$ cat config.mk
export PLATFORM = sky130hd
export DESIGN_NAME = uea_top
export DESIGN_NICKNAME = d
export VERILOG_FILES = /design/src/include/uea_pkg.sv /design/src/hw/uea_top.sv /design/src/hw/uea_rx.sv
export SDC_FILE = /design/constraint.sdc
export NUM_CORES = 1
export LEC_CHECK = 0
export ABC_AREA = 1
export BUFFER_PORTS_ARGS = -buffer_cell sky130_fd_sc_hd__buf_4
export CAP_MARGIN = 20
export CORE_ASPECT_RATIO = 1.1
export CORE_UTILIZATION = 55
export DETAILED_ROUTE_END_ITERATION = 10
export PLACE_DENSITY = 0.74
export SETUP_SLACK_MARGIN = 0.4
export SLEW_MARGIN = 20
export SYNTH_ARGS = -nofsm -noshare
export SYNTH_HDL_FRONTEND = slang
export SYNTH_SLANG_ARGS = --single-unit
$ cat constraint.sdc
create_clock -name pclk -period 2.6 [get_ports pclk]
set_clock_uncertainty 0.2 [all_clocks]
set_input_delay 0.26 -clock pclk [delete_from_list [all_inputs] [get_ports pclk]]
set_output_delay 0.26 -clock pclk [all_outputs]
set_load 0.01 [all_outputs]
$ cat src/include/uea_pkg.sv
// Package of constants and types shared by the enhanced serial receiver block.
package uea_pkg;

  // Register offsets, byte addresses on the APB port.
  localparam int unsigned UEA_AW = 8;
  localparam logic [7:0] UEA_OFS_SERIAL_CTRL = 8'h00;
  localparam logic [7:0] UEA_OFS_POWER_CTRL = 8'h04;
  localparam logic [7:0] UEA_OFS_SLAVE_ADDR = 8'h08;
  localparam logic [7:0] UEA_OFS_SLAVE_MASK = 8'h0C;
  localparam logic [7:0] UEA_OFS_RX_DATA = 8'h10;
  localparam logic [7:0] UEA_OFS_TX_DATA = 8'h14;
  localparam logic [7:0] UEA_OFS_RX_DIV = 8'h18;
  localparam logic [7:0] UEA_OFS_TX_DIV = 8'h1C;
  localparam logic [7:0] UEA_OFS_IRQ_STAT = 8'h20;
  localparam logic [7:0] UEA_OFS_IRQ_MASK = 8'h24;

  // Bit positions in serial_control_reg.
  localparam int unsigned UEA_SC_FE_SM0 = 7;
  localparam int unsigned UEA_SC_SM1 = 6;
  localparam int unsigned UEA_SC_MP_EN = 5;
  localparam int unsigned UEA_SC_REN = 4;
  localparam int unsigned UEA_SC_TB8 = 3;
  localparam int unsigned UEA_SC_RB8 = 2;
  localparam int unsigned UEA_SC_TI = 1;
  localparam int unsigned UEA_SC_RI = 0;

  // Bit position of frame_error_select in power_control_reg.
  localparam int unsigned UEA_PC_FE_SEL = 6;

  // Interrupt status and mask bit positions.
  localparam int unsigned UEA_IRQ_RX = 0;
  localparam int unsigned UEA_IRQ_TX = 1;
  localparam int unsigned UEA_IRQ_FE = 2;
  localparam int unsigned UEA_IRQ_W = 3;

  // Values after reset.
  localparam logic [7:0] UEA_RST_BYTE = 8'h00;
  localparam logic [15:0] UEA_RST_DIV = 16'h0040;

  // Oversampling: sample point and last tick of a bit, and index of the last data bit.
  localparam logic [3:0] UEA_MID_SUB = 4'h7;
  localparam logic [3:0] UEA_LAST_SUB = 4'hF;
  localparam logic [3:0] UEA_LAST_DATA_BIT = 4'h7;

  // Serial port modes as {serial_mode_bit0, mode bit 1}.
  localparam logic [1:0] UEA_MODE0 = 2'h0;
  localparam logic [1:0] UEA_MODE1 = 2'h1;

  // One-hot bit sequencer states, used by both directions.
  typedef enum logic [4:0] {
    UEA_BIT_IDLE = 5'h01,
    UEA_BIT_START = 5'h02,
    UEA_BIT_DATA = 5'h04,
    UEA_BIT_NINTH = 5'h08,
    UEA_BIT_STOP = 5'h10
  } uea_bit_state_t;

  // A received frame as handed from the receiver to the register core.
  typedef struct packed {
    logic [7:0] data;
    logic ninth;
    logic stop_ok;
  } uea_rx_frame_t;

  // State of the receiver engine.
  typedef struct packed {
    uea_bit_state_t st;
    logic [3:0] sub;
    logic [3:0] bitn;
    logic [7:0] shift;
    logic rxd_prev;
    logic data_pulse;
    logic stop_pulse;
    uea_rx_frame_t frame;
  } uea_rx_regs_t;

  // State of the register core and transmitter.
  typedef struct packed {
    logic sm0;
    logic fe;
    logic fe_sel;
    logic [6:0] serial_control_reg;
    logic [7:0] slave_address_reg;
    logic [7:0] slave_address_mask;
    logic [7:0] rx_buf;
    logic [15:0] rx_div;
    logic [15:0] tx_div;
    logic [15:0] rx_cnt;
    logic [15:0] tx_cnt;
    uea_bit_state_t tx_st;
    logic [3:0] tx_sub;
    logic [3:0] tx_bit;
    logic [7:0] tx_shift;
    logic tx_ninth;
    logic txd;
    logic [UEA_IRQ_W-1:0] irq_stat;
    logic [UEA_IRQ_W-1:0] irq_mask;
    logic [31:0] prdata;
  } uea_core_regs_t;

endpackage

$ cat src/hw/uea_top.sv
// Serial port with framing-error detection and automatic address recognition.
// Behaviour
// - Modes 1 to 3 are full duplex, separate transmit and receive baud rates.
// - Framing errors are checked only in modes 1, 2 and 3.
// - frame_error_select in power_control_reg turns framing-error checking on.
// - With checking on, a bad stop bit sets frame_error_flag.
// - frame_error_flag clears only by software write or reset.
// - A later good stop bit never clears frame_error_flag.
// - With checking on, receive_done_flag rises at the stop bit.
// - multiproc_enable switches automatic address recognition on.
// - With recognition on, receive_done_flag rises only on a matching address.
// - Mode 1 recognition uses the stop bit as ninth bit; needs match and stop.
// - Both the given address and the broadcast address are answered.
// - In mode 0 multiproc_enable does nothing.
// - Given address is slave_address_reg with mask zeros as don't-cares.
// - Broadcast address is address OR mask, zeros being don't-cares.
// - Address and mask reset to zero, so any address is accepted.
// - Bit 7 of serial_control_reg is frame_error_flag or serial_mode_bit0.
//
// Chosen here: register access over APB and the register addresses.
`timescale 1ns/1ps
`default_nettype none
module uea_top #(
  parameter logic [15:0] RST_DIV = uea_pkg::UEA_RST_DIV
) (
  // Clock and reset.
  input wire logic pclk,
  input wire logic presetn,
  // APB register port.
  input wire logic psel,
  input wire logic penable,
  input wire logic pwrite,
  input wire logic [uea_pkg::UEA_AW-1:0] paddr,
  input wire logic [31:0] pwdata,
  output logic [31:0] prdata,
  output logic pready,
  output logic pslverr,
  // Serial line.
  input wire logic rxd,
  output logic txd,
  // Interrupt.
  output logic irq
);
  import uea_pkg::*;

  uea_core_regs_t state_ff;
  uea_core_regs_t nxt_state;
  uea_rx_frame_t rx_frame;
  logic rx_data_pulse;
  logic rx_stop_pulse;
  logic [1:0] mode;
  logic rx_tick;
  logic tx_tick;
  logic wr_access;
  logic rd_setup;
  logic addr_hit;
  logic given_hit;
  logic bcast_hit;
  logic addr_match;
  logic [7:0] bcast;
  logic mp_active;
  logic fe_check;
  logic ri_event;
  logic accept;
  logic sc_write;
  logic [7:0] sc_read;

  // Mode and decoded controls.
  assign mode = {state_ff.sm0, state_ff.serial_control_reg[UEA_SC_SM1]};
  assign mp_active = state_ff.serial_control_reg[UEA_SC_MP_EN] && (mode != UEA_MODE0);
  assign fe_check = state_ff.fe_sel && (mode != UEA_MODE0);

  // Independent baud tick generators for each direction.
  assign rx_tick = (state_ff.rx_cnt == state_ff.rx_div);
  assign tx_tick = (state_ff.tx_cnt == state_ff.tx_div);

  // Address recognition against the given and the broadcast address.
  assign given_hit = ((rx_frame.data ^ state_ff.slave_address_reg) & state_ff.slave_address_mask) == 8'h00;
  assign bcast = state_ff.slave_address_reg | state_ff.slave_address_mask;
  assign bcast_hit = (rx_frame.data & bcast) == bcast;
  assign addr_match = given_hit || bcast_hit;

  // The receive-done moment moves to the stop bit when checking is on.
  assign ri_event = (state_ff.fe_sel || mode == UEA_MODE1) ? rx_stop_pulse : rx_data_pulse;

  // A frame is accepted while the receive-done flag is clear, unless recognition filters it out.
  always_comb
  begin
    accept = !state_ff.serial_control_reg[UEA_SC_RI];
    if (mp_active)
    begin
      if (mode == UEA_MODE1)
      begin
        accept = accept && rx_frame.stop_ok && addr_match;
      end
      else
      begin
        accept = accept && rx_frame.ninth && addr_match;
      end
    end
  end

  // APB decode: zero-wait slave, error on unmapped offsets.
  assign wr_access = psel && penable && pwrite;
  assign rd_setup = psel && !penable && !pwrite;
  assign sc_write = wr_access && (paddr == UEA_OFS_SERIAL_CTRL);
  always_comb
  begin
    unique case (paddr)
      UEA_OFS_SERIAL_CTRL, UEA_OFS_POWER_CTRL, UEA_OFS_SLAVE_ADDR, UEA_OFS_SLAVE_MASK,
      UEA_OFS_RX_DATA, UEA_OFS_TX_DATA, UEA_OFS_RX_DIV, UEA_OFS_TX_DIV,
      UEA_OFS_IRQ_STAT, UEA_OFS_IRQ_MASK: addr_hit = 1'b1;
      default: addr_hit = 1'b0;
    endcase
  end
  assign pready = 1'b1;
  assign pslverr = psel && penable && !addr_hit;

  // Bit 7 of the control register shows the error flag or the mode bit.
  assign sc_read = {state_ff.fe_sel ? state_ff.fe : state_ff.sm0, state_ff.serial_control_reg};

  // Receiver engine.
  uea_rx u_rx (
    .pclk(pclk),
    .presetn(presetn),
    .rx_en(state_ff.serial_control_reg[UEA_SC_REN] && (mode != UEA_MODE0)),
    .nine_bit(mode[1]),
    .tick(rx_tick),
    .rxd(rxd),
    .frame(rx_frame),
    .data_pulse(rx_data_pulse),
    .stop_pulse(rx_stop_pulse)
  );

  // Next state: software writes first, hardware events after, so sets win.
  always_comb
  begin
    nxt_state = state_ff;
    nxt_state.rx_cnt = rx_tick ? 16'h0000 : 16'(state_ff.rx_cnt + 16'h0001);
    nxt_state.tx_cnt = tx_tick ? 16'h0000 : 16'(state_ff.tx_cnt + 16'h0001);

    // Register reads are captured in the setup phase.
    if (rd_setup)
    begin
      unique case (paddr)
        UEA_OFS_SERIAL_CTRL: nxt_state.prdata = {24'h00_0000, sc_read};
        UEA_OFS_POWER_CTRL: nxt_state.prdata = 32'(state_ff.fe_sel) << UEA_PC_FE_SEL;
        UEA_OFS_SLAVE_ADDR: nxt_state.prdata = {24'h00_0000, state_ff.slave_address_reg};
        UEA_OFS_SLAVE_MASK: nxt_state.prdata = {24'h00_0000, state_ff.slave_address_mask};
        UEA_OFS_RX_DATA: nxt_state.prdata = {24'h00_0000, state_ff.rx_buf};
        UEA_OFS_RX_DIV: nxt_state.prdata = {16'h0000, state_ff.rx_div};
        UEA_OFS_TX_DIV: nxt_state.prdata = {16'h0000, state_ff.tx_div};
        UEA_OFS_IRQ_STAT: nxt_state.prdata = {29'h0000_0000, state_ff.irq_stat};
        UEA_OFS_IRQ_MASK: nxt_state.prdata = {29'h0000_0000, state_ff.irq_mask};
        default: nxt_state.prdata = 32'h0000_0000;
      endcase
    end

    // Register writes take effect in the access phase.
    if (wr_access)
    begin
      unique case (paddr)
        UEA_OFS_SERIAL_CTRL:
        begin
          nxt_state.serial_control_reg = pwdata[6:0];
          if (state_ff.fe_sel)
          begin
            nxt_state.fe = pwdata[UEA_SC_FE_SM0];
          end
          else
          begin
            nxt_state.sm0 = pwdata[UEA_SC_FE_SM0];
          end
        end
        UEA_OFS_POWER_CTRL: nxt_state.fe_sel = pwdata[UEA_PC_FE_SEL];
        UEA_OFS_SLAVE_ADDR: nxt_state.slave_address_reg = pwdata[7:0];
        UEA_OFS_SLAVE_MASK: nxt_state.slave_address_mask = pwdata[7:0];
        UEA_OFS_RX_DIV: nxt_state.rx_div = pwdata[15:0];
        UEA_OFS_TX_DIV: nxt_state.tx_div = pwdata[15:0];
        UEA_OFS_IRQ_STAT: nxt_state.irq_stat = state_ff.irq_stat & ~pwdata[UEA_IRQ_W-1:0];
        UEA_OFS_IRQ_MASK: nxt_state.irq_mask = pwdata[UEA_IRQ_W-1:0];
        UEA_OFS_TX_DATA:
        begin
          // A write while a frame is going out, or in mode 0, is dropped.
          if (state_ff.tx_st == UEA_BIT_IDLE && mode != UEA_MODE0)
          begin
            nxt_state.tx_shift = pwdata[7:0];
            nxt_state.tx_ninth = state_ff.serial_control_reg[UEA_SC_TB8];
            nxt_state.tx_st = UEA_BIT_START;
            nxt_state.tx_sub = 4'h0;
            nxt_state.txd = 1'b0;
            nxt_state.tx_cnt = 16'h0000;
          end
        end
        default:
        begin
          nxt_state.prdata = state_ff.prdata;
        end
      endcase
    end

    // Transmitter: sixteen ticks per bit, finished flag at the stop bit.
    if (tx_tick && state_ff.tx_st != UEA_BIT_IDLE)
    begin
      nxt_state.tx_sub = state_ff.tx_sub + 4'h1;
      if (state_ff.tx_sub == UEA_LAST_SUB)
      begin
        unique case (state_ff.tx_st)
          UEA_BIT_START:
          begin
            nxt_state.tx_st = UEA_BIT_DATA;
            nxt_state.tx_bit = 4'h0;
            nxt_state.txd = state_ff.tx_shift[0];
            nxt_state.tx_shift = {1'b0, state_ff.tx_shift[7:1]};
          end
          UEA_BIT_DATA:
          begin
            if (state_ff.tx_bit == UEA_LAST_DATA_BIT)
            begin
              nxt_state.tx_st = mode[1] ? UEA_BIT_NINTH : UEA_BIT_STOP;
              nxt_state.txd = mode[1] ? state_ff.tx_ninth : 1'b1;
              nxt_state.serial_control_reg[UEA_SC_TI] = state_ff.serial_control_reg[UEA_SC_TI] || !mode[1];
              nxt_state.irq_stat[UEA_IRQ_TX] = state_ff.irq_stat[UEA_IRQ_TX] || !mode[1];
            end
            else
            begin
              nxt_state.tx_bit = state_ff.tx_bit + 4'h1;
              nxt_state.txd = state_ff.tx_shift[0];
              nxt_state.tx_shift = {1'b0, state_ff.tx_shift[7:1]};
            end
          end
          UEA_BIT_NINTH:
          begin
            nxt_state.tx_st = UEA_BIT_STOP;
            nxt_state.txd = 1'b1;
            nxt_state.serial_control_reg[UEA_SC_TI] = 1'b1;
            nxt_state.irq_stat[UEA_IRQ_TX] = 1'b1;
          end
          default:
          begin
            nxt_state.tx_st = UEA_BIT_IDLE;
            nxt_state.txd = 1'b1;
          end
        endcase
      end
    end

    // Accepted frame: load buffer, ninth bit and receive-done flag.
    if (ri_event && accept)
    begin
      nxt_state.rx_buf = rx_frame.data;
      nxt_state.serial_control_reg[UEA_SC_RB8] = (mode == UEA_MODE1) ? rx_frame.stop_ok : rx_frame.ninth;
      nxt_state.serial_control_reg[UEA_SC_RI] = 1'b1;
      nxt_state.irq_stat[UEA_IRQ_RX] = 1'b1;
    end

    // Bad stop bit: sticky error, never cleared by a good frame.
    if (rx_stop_pulse && fe_check && !rx_frame.stop_ok)
    begin
      nxt_state.fe = 1'b1;
      nxt_state.irq_stat[UEA_IRQ_FE] = 1'b1;
    end
  end

  // State register.
  always_ff @(posedge pclk or negedge presetn)
  begin
    if (!presetn)
    begin
      state_ff <= '{slave_address_reg: UEA_RST_BYTE, slave_address_mask: UEA_RST_BYTE, rx_div: RST_DIV, tx_div: RST_DIV,
                    tx_st: UEA_BIT_IDLE, txd: 1'b1, default: '0};
    end
    else
    begin
      state_ff <= nxt_state;
    end
  end

  // Outputs.
  assign prdata = state_ff.prdata;
  assign txd = state_ff.txd;
  assign irq = |(state_ff.irq_stat & state_ff.irq_mask);
endmodule
`default_nettype wire

$ cat src/hw/uea_rx.sv
// Receive bit engine: start detection, mid-bit sampling, frame and stop reporting.
`timescale 1ns/1ps
`default_nettype none
module uea_rx (
  // Clock and reset.
  input wire logic pclk,
  input wire logic presetn,
  // Control.
  input wire logic rx_en,
  input wire logic nine_bit,
  input wire logic tick,
  // Serial input.
  input wire logic rxd,
  // Frame out.
  output uea_pkg::uea_rx_frame_t frame,
  output logic data_pulse,
  output logic stop_pulse
);
  import uea_pkg::*;

  uea_rx_regs_t rx_ff;
  uea_rx_regs_t nxt_rx;

  // Next-state logic: samples each bit at the middle of sixteen ticks.
  always_comb
  begin
    nxt_rx = rx_ff;
    nxt_rx.rxd_prev = rxd;
    nxt_rx.data_pulse = 1'b0;
    nxt_rx.stop_pulse = 1'b0;
    if (!rx_en)
    begin
      nxt_rx.st = UEA_BIT_IDLE;
    end
    else if (rx_ff.st == UEA_BIT_IDLE)
    begin
      // A falling edge on the line opens a frame.
      if (rx_ff.rxd_prev && !rxd)
      begin
        nxt_rx.st = UEA_BIT_START;
        nxt_rx.sub = 4'h0;
      end
    end
    else if (tick)
    begin
      nxt_rx.sub = rx_ff.sub + 4'h1;
      if (rx_ff.sub == UEA_MID_SUB)
      begin
        unique case (rx_ff.st)
          UEA_BIT_START:
          begin
            // A start bit that is high again at mid-bit was a glitch.
            nxt_rx.st = rxd ? UEA_BIT_IDLE : UEA_BIT_DATA;
            nxt_rx.bitn = 4'h0;
          end
          UEA_BIT_DATA:
          begin
            nxt_rx.shift = {rxd, rx_ff.shift[7:1]};
            nxt_rx.bitn = rx_ff.bitn + 4'h1;
            if (rx_ff.bitn == UEA_LAST_DATA_BIT)
            begin
              nxt_rx.frame.data = {rxd, rx_ff.shift[7:1]};
              nxt_rx.frame.ninth = 1'b0;
              nxt_rx.st = nine_bit ? UEA_BIT_NINTH : UEA_BIT_STOP;
              nxt_rx.data_pulse = !nine_bit;
            end
          end
          UEA_BIT_NINTH:
          begin
            nxt_rx.frame.ninth = rxd;
            nxt_rx.data_pulse = 1'b1;
            nxt_rx.st = UEA_BIT_STOP;
          end
          UEA_BIT_STOP:
          begin
            nxt_rx.frame.stop_ok = rxd;
            nxt_rx.stop_pulse = 1'b1;
            nxt_rx.st = UEA_BIT_IDLE;
          end
          default:
          begin
            nxt_rx.st = UEA_BIT_IDLE;
          end
        endcase
      end
    end
  end

  // State register.
  always_ff @(posedge pclk or negedge presetn)
  begin
    if (!presetn)
    begin
      rx_ff <= '{st: UEA_BIT_IDLE, rxd_prev: 1'b1, default: '0};
    end
    else
    begin
      rx_ff <= nxt_rx;
    end
  end

  // Outputs straight from the state register.
  assign frame = rx_ff.frame;
  assign data_pulse = rx_ff.data_pulse;
  assign stop_pulse = rx_ff.stop_pulse;

endmodule
`default_nettype wire

==> flow_summary.yaml <==
setup_path:
  ff2ff_setup_slack_ns: 0.58
  r2r_end: "u_rx.rx_ff[18]"
  cpMaxStageDelayCell: "nor3_1"
  worstPathArrival_ns: 1.72
  r2r_start: "state_ff[85]"
  slowest_delay_ns: 0.49
  rr_worst_depth: 11
  cp.required_ns: 2.14
  cp_max_fo: 5
  endpoint: "pslverr"
  path_class: "input pin to output port"
  cp-start-kind: "input pin"
  critPathCaptureType: "output port"
  critPathLaunch: "paddr[1]"
  cp_cell_sequence: "buf_4 > nor2_1 > nand3_1 > nor3_1 > nor3_1 > nand3_1 > nor3_2 > buf_4"
die:
  dieArea_mm2: 0.0179
  core_area_mm2: 0.0170
  rows: 50
  initial_utilization: 0.561
  die_h_um: 140
  boundaryPins: 82
  die_w_um: 128
place:
  gp_congestion: 0.957
  port_buffers: 48
  dpl.cell_count: 1541
  hpwlAfterDp_um: 16700
global_route:
  antenna_found_initial: 0
  grt_pass1_vias: 7692
  grt_pass1_wl_um: 38000
  overflow: 0
  grt_max_degree: 55
  track_usage: 0.273
power:
  comb_power_share: 0.172
  power_per_cell_area_mw_per_mm2: 620
  p_sw_w: 0.00201
  pwr-share-clk: 0.375
  finalPower_w: 0.00678
  ir_drop_v: 0.000513
  power_switching_share: 0.296
  p_leak_nw: 5.62
  seqPwrFrac: 0.453
  p_int_w: 0.00477
detailed_routing:
  drc: 0
  wl_met1_um: 10200
  dr.pass1.iters: 5
  routed.top_layer: "met4"
  initialDrtViolationCount: 713
  wl_met2_um: 11200
  vias_per_cell: 5.19
  vias: 8281
  ant_nets: 0
  wirelength_um: 23000
  wl_met3_um: 1090
  avgRoutedWirePerCell_um: 14.4
timing:
  finalSetupViolCount: 0
  hold_slack_ns: 0.0436
  slew_headroom: 0.625
  drv_slew: 0
  fin_crit_sh: 0.839
  max_freq_mhz: 458
  rsz0062_at_grt: "true"
  hold_viol: 0
  tns_ns: 0
  finalCriticalPeriod_ns: 2.18
  worst_pin_slew_ns: 0.562
final_layout:
  finalNetCount: 1401
  fin_util: 0.643
  drive_gt1_frac: 0.127
  stdcell_count: 1596
  nFillCells: 1494
  area_growth_pct: 14.6
  layout_commonest_cell: "nand2_1"
  diodes: 0
  final_cell_mix: "454 x nand2_1, 166 x dfrtp_1, 131 x inv_1, 100 x o21ai_0, 88 x nor2_1"
synthesis:
  syn_area_per_cell_um2: 7.46
  async_flop_share: 1.00
  netlist_area_mm2: 0.00955
  synth_flop_cell: "dfrtp_1"
  syn_inst: 1280
  synth_edf_count: 0
  synth.distinct_cells: 40
  seq_area_frac_synth: 0.462
  yosysWarnings: 0
  synth-seq-cells: 176
clocking:
  cts-root-buf: "clkbuf_16"
  clock_path_buffers: 2
  clk_pin_slew_ns: 0.07
  clk_latency_ns: 0.44
  htreeDepth: 4
  cts_num_sinks: 176
  cts_tree: "built"
  cts_buffers: 17
run_status:
  outcome: "finished clean"
worst_hold_path:
  hp-class: "input pin to register"
flow_run:
  max_cap_violations: 0
power by group through the flow:
stage	sequential (W)	combinational, W	clock, W
final	0.00307	0.00117	0.00255
after global routing	0.00309	0.00132	0.00268
after CTS	0.00306	0.00110	0.00257
after detailed placement	0.00311	0.00109	0
after global placement	0.00310	0.00106	0
after floorplan	0.00307	0.000793	0
flip-flops by register name, summed over array words and instances (netlist names):
register	cells
u_rx.frame	10
txd	1
sc_read	6
u_rx.stop_pulse	1
prdata	16
u_rx.rx_ff	21
mode	2
u_rx.data_pulse	1
state_ff	118
cell usage after synthesis, types with 2 or more instances:
| master | instances | share of area |
|---|---|---|
| nand2_2 | 2 | 0.0013 |
| o211ai_1 | 2 | 0.0016 |
| nor2_4 | 4 | 0.0047 |
| nand3_1 | 69 | 0.036 |
| inv_1 | 133 | 0.052 |
| nor2_1 | 89 | 0.035 |
| ha_1 | 6 | 0.0079 |
| nor2_2 | 13 | 0.0085 |
| buf_6 | 2 | 0.0024 |
| a22o_1 | 3 | 0.0028 |
| nor3_4 | 2 | 0.0034 |
| nand3_2 | 5 | 0.0052 |
| buf_4 | 34 | 0.027 |
| nand2_1 | 454 | 0.18 |
| nor3b_1 | 2 | 0.0016 |
| clkbuf_1 | 14 | 0.0055 |
| dfrtp_1 | 170 | 0.45 |
| conb_1 | 2 | 0.00079 |
| o21ai_0 | 100 | 0.052 |
| nor2_8 | 2 | 0.0042 |
| buf_2 | 9 | 0.0047 |
| nor3_1 | 20 | 0.010 |
| a31oi_1 | 3 | 0.0020 |
| a211oi_1 | 2 | 0.0016 |
| o22ai_1 | 4 | 0.0026 |
| dfstp_2 | 6 | 0.017 |
| nand4_1 | 43 | 0.028 |
| xnor2_1 | 9 | 0.0083 |
| xor2_1 | 14 | 0.013 |
| nor3_2 | 3 | 0.0031 |
| a21oi_1 | 28 | 0.015 |
| o21ai_1 | 12 | 0.0063 |
| nor4_1 | 2 | 0.0013 |
| inv_2 | 11 | 0.0043 |
cell type report:
type | count | area (µm²) | area share
well taps | 234 | 293 | 0.0268
clock buffers | 19 | 443 | 0.0405
inverters | 144 | 541 | 0.0494
clock inverters | 13 | 135 | 0.0124
flip-flops and latches | 176 | 4420 | 0.404
repair buffers | 95 | 787 | 0.0719
multi-input cells | 915 | 4320 | 0.395
kinds of logic (layout without fill, tap and decap cells):
family | Yosys count | count (layout) | synth area share
and+or+nand+nor | 714 | 714 | 0.327
AOI/OAI and AO/OA | 155 | 155 | 0.0847
other | 2 | 17 | 0.000787
xor gates and xnor gates | 23 | 23 | 0.0211
buffers and inverters | 204 | 271 | 0.0963
DFF | 176 | 176 | 0.462
adders and majority gates | 6 | 6 | 0.00786
worst min path at each step:
stage / from / end / cells after the start
after floorplan: presetn / mode[0] / 0
after global placement: presetn / state_ff[76] / 1
after detailed placement: presetn / state_ff[76] / 1
after CTS: pwdata[5] / state_ff[114] / 3
after global routing: pwdata[5] / state_ff[138] / 3
final: pwdata[5] / state_ff[146] / 3
per-layer routing:
layer / vias up / track usage
met2: 211 / 0.449
li1: 4185 / -
met5: - / 0
met3: 35 / 0.0424
met4: 0 / 0.0966
met1: 3850 / 0.367
what timing repair did:
item | CTS | global route
gates resized for setup | 0 | 14
setup endpoints to repair | 1 | 40
setup buffers | 3 | 7
endpoints found under the hold margin | 75 | 0
pin swaps | 1 | 5
gates cloned | 0 | 0
hold buffers | 13 | 0
worst max-delay path, delay by kind of cell:
kind	cells	cell delay, ns
buf+inv	2	0.26
simple gates	6	1.19
metrics by stage:
stage	worst slack [ns]	area, µm²
3_5_place_dp	0.425	10100
3_3_place_gp	0.425	10100
5_1_grt	0.273	10900
6_report	0.418	10900
2_1_floorplan	0.771	9600
4_1_cts	0.437	10800
Power figures use the tool's default switching activity.
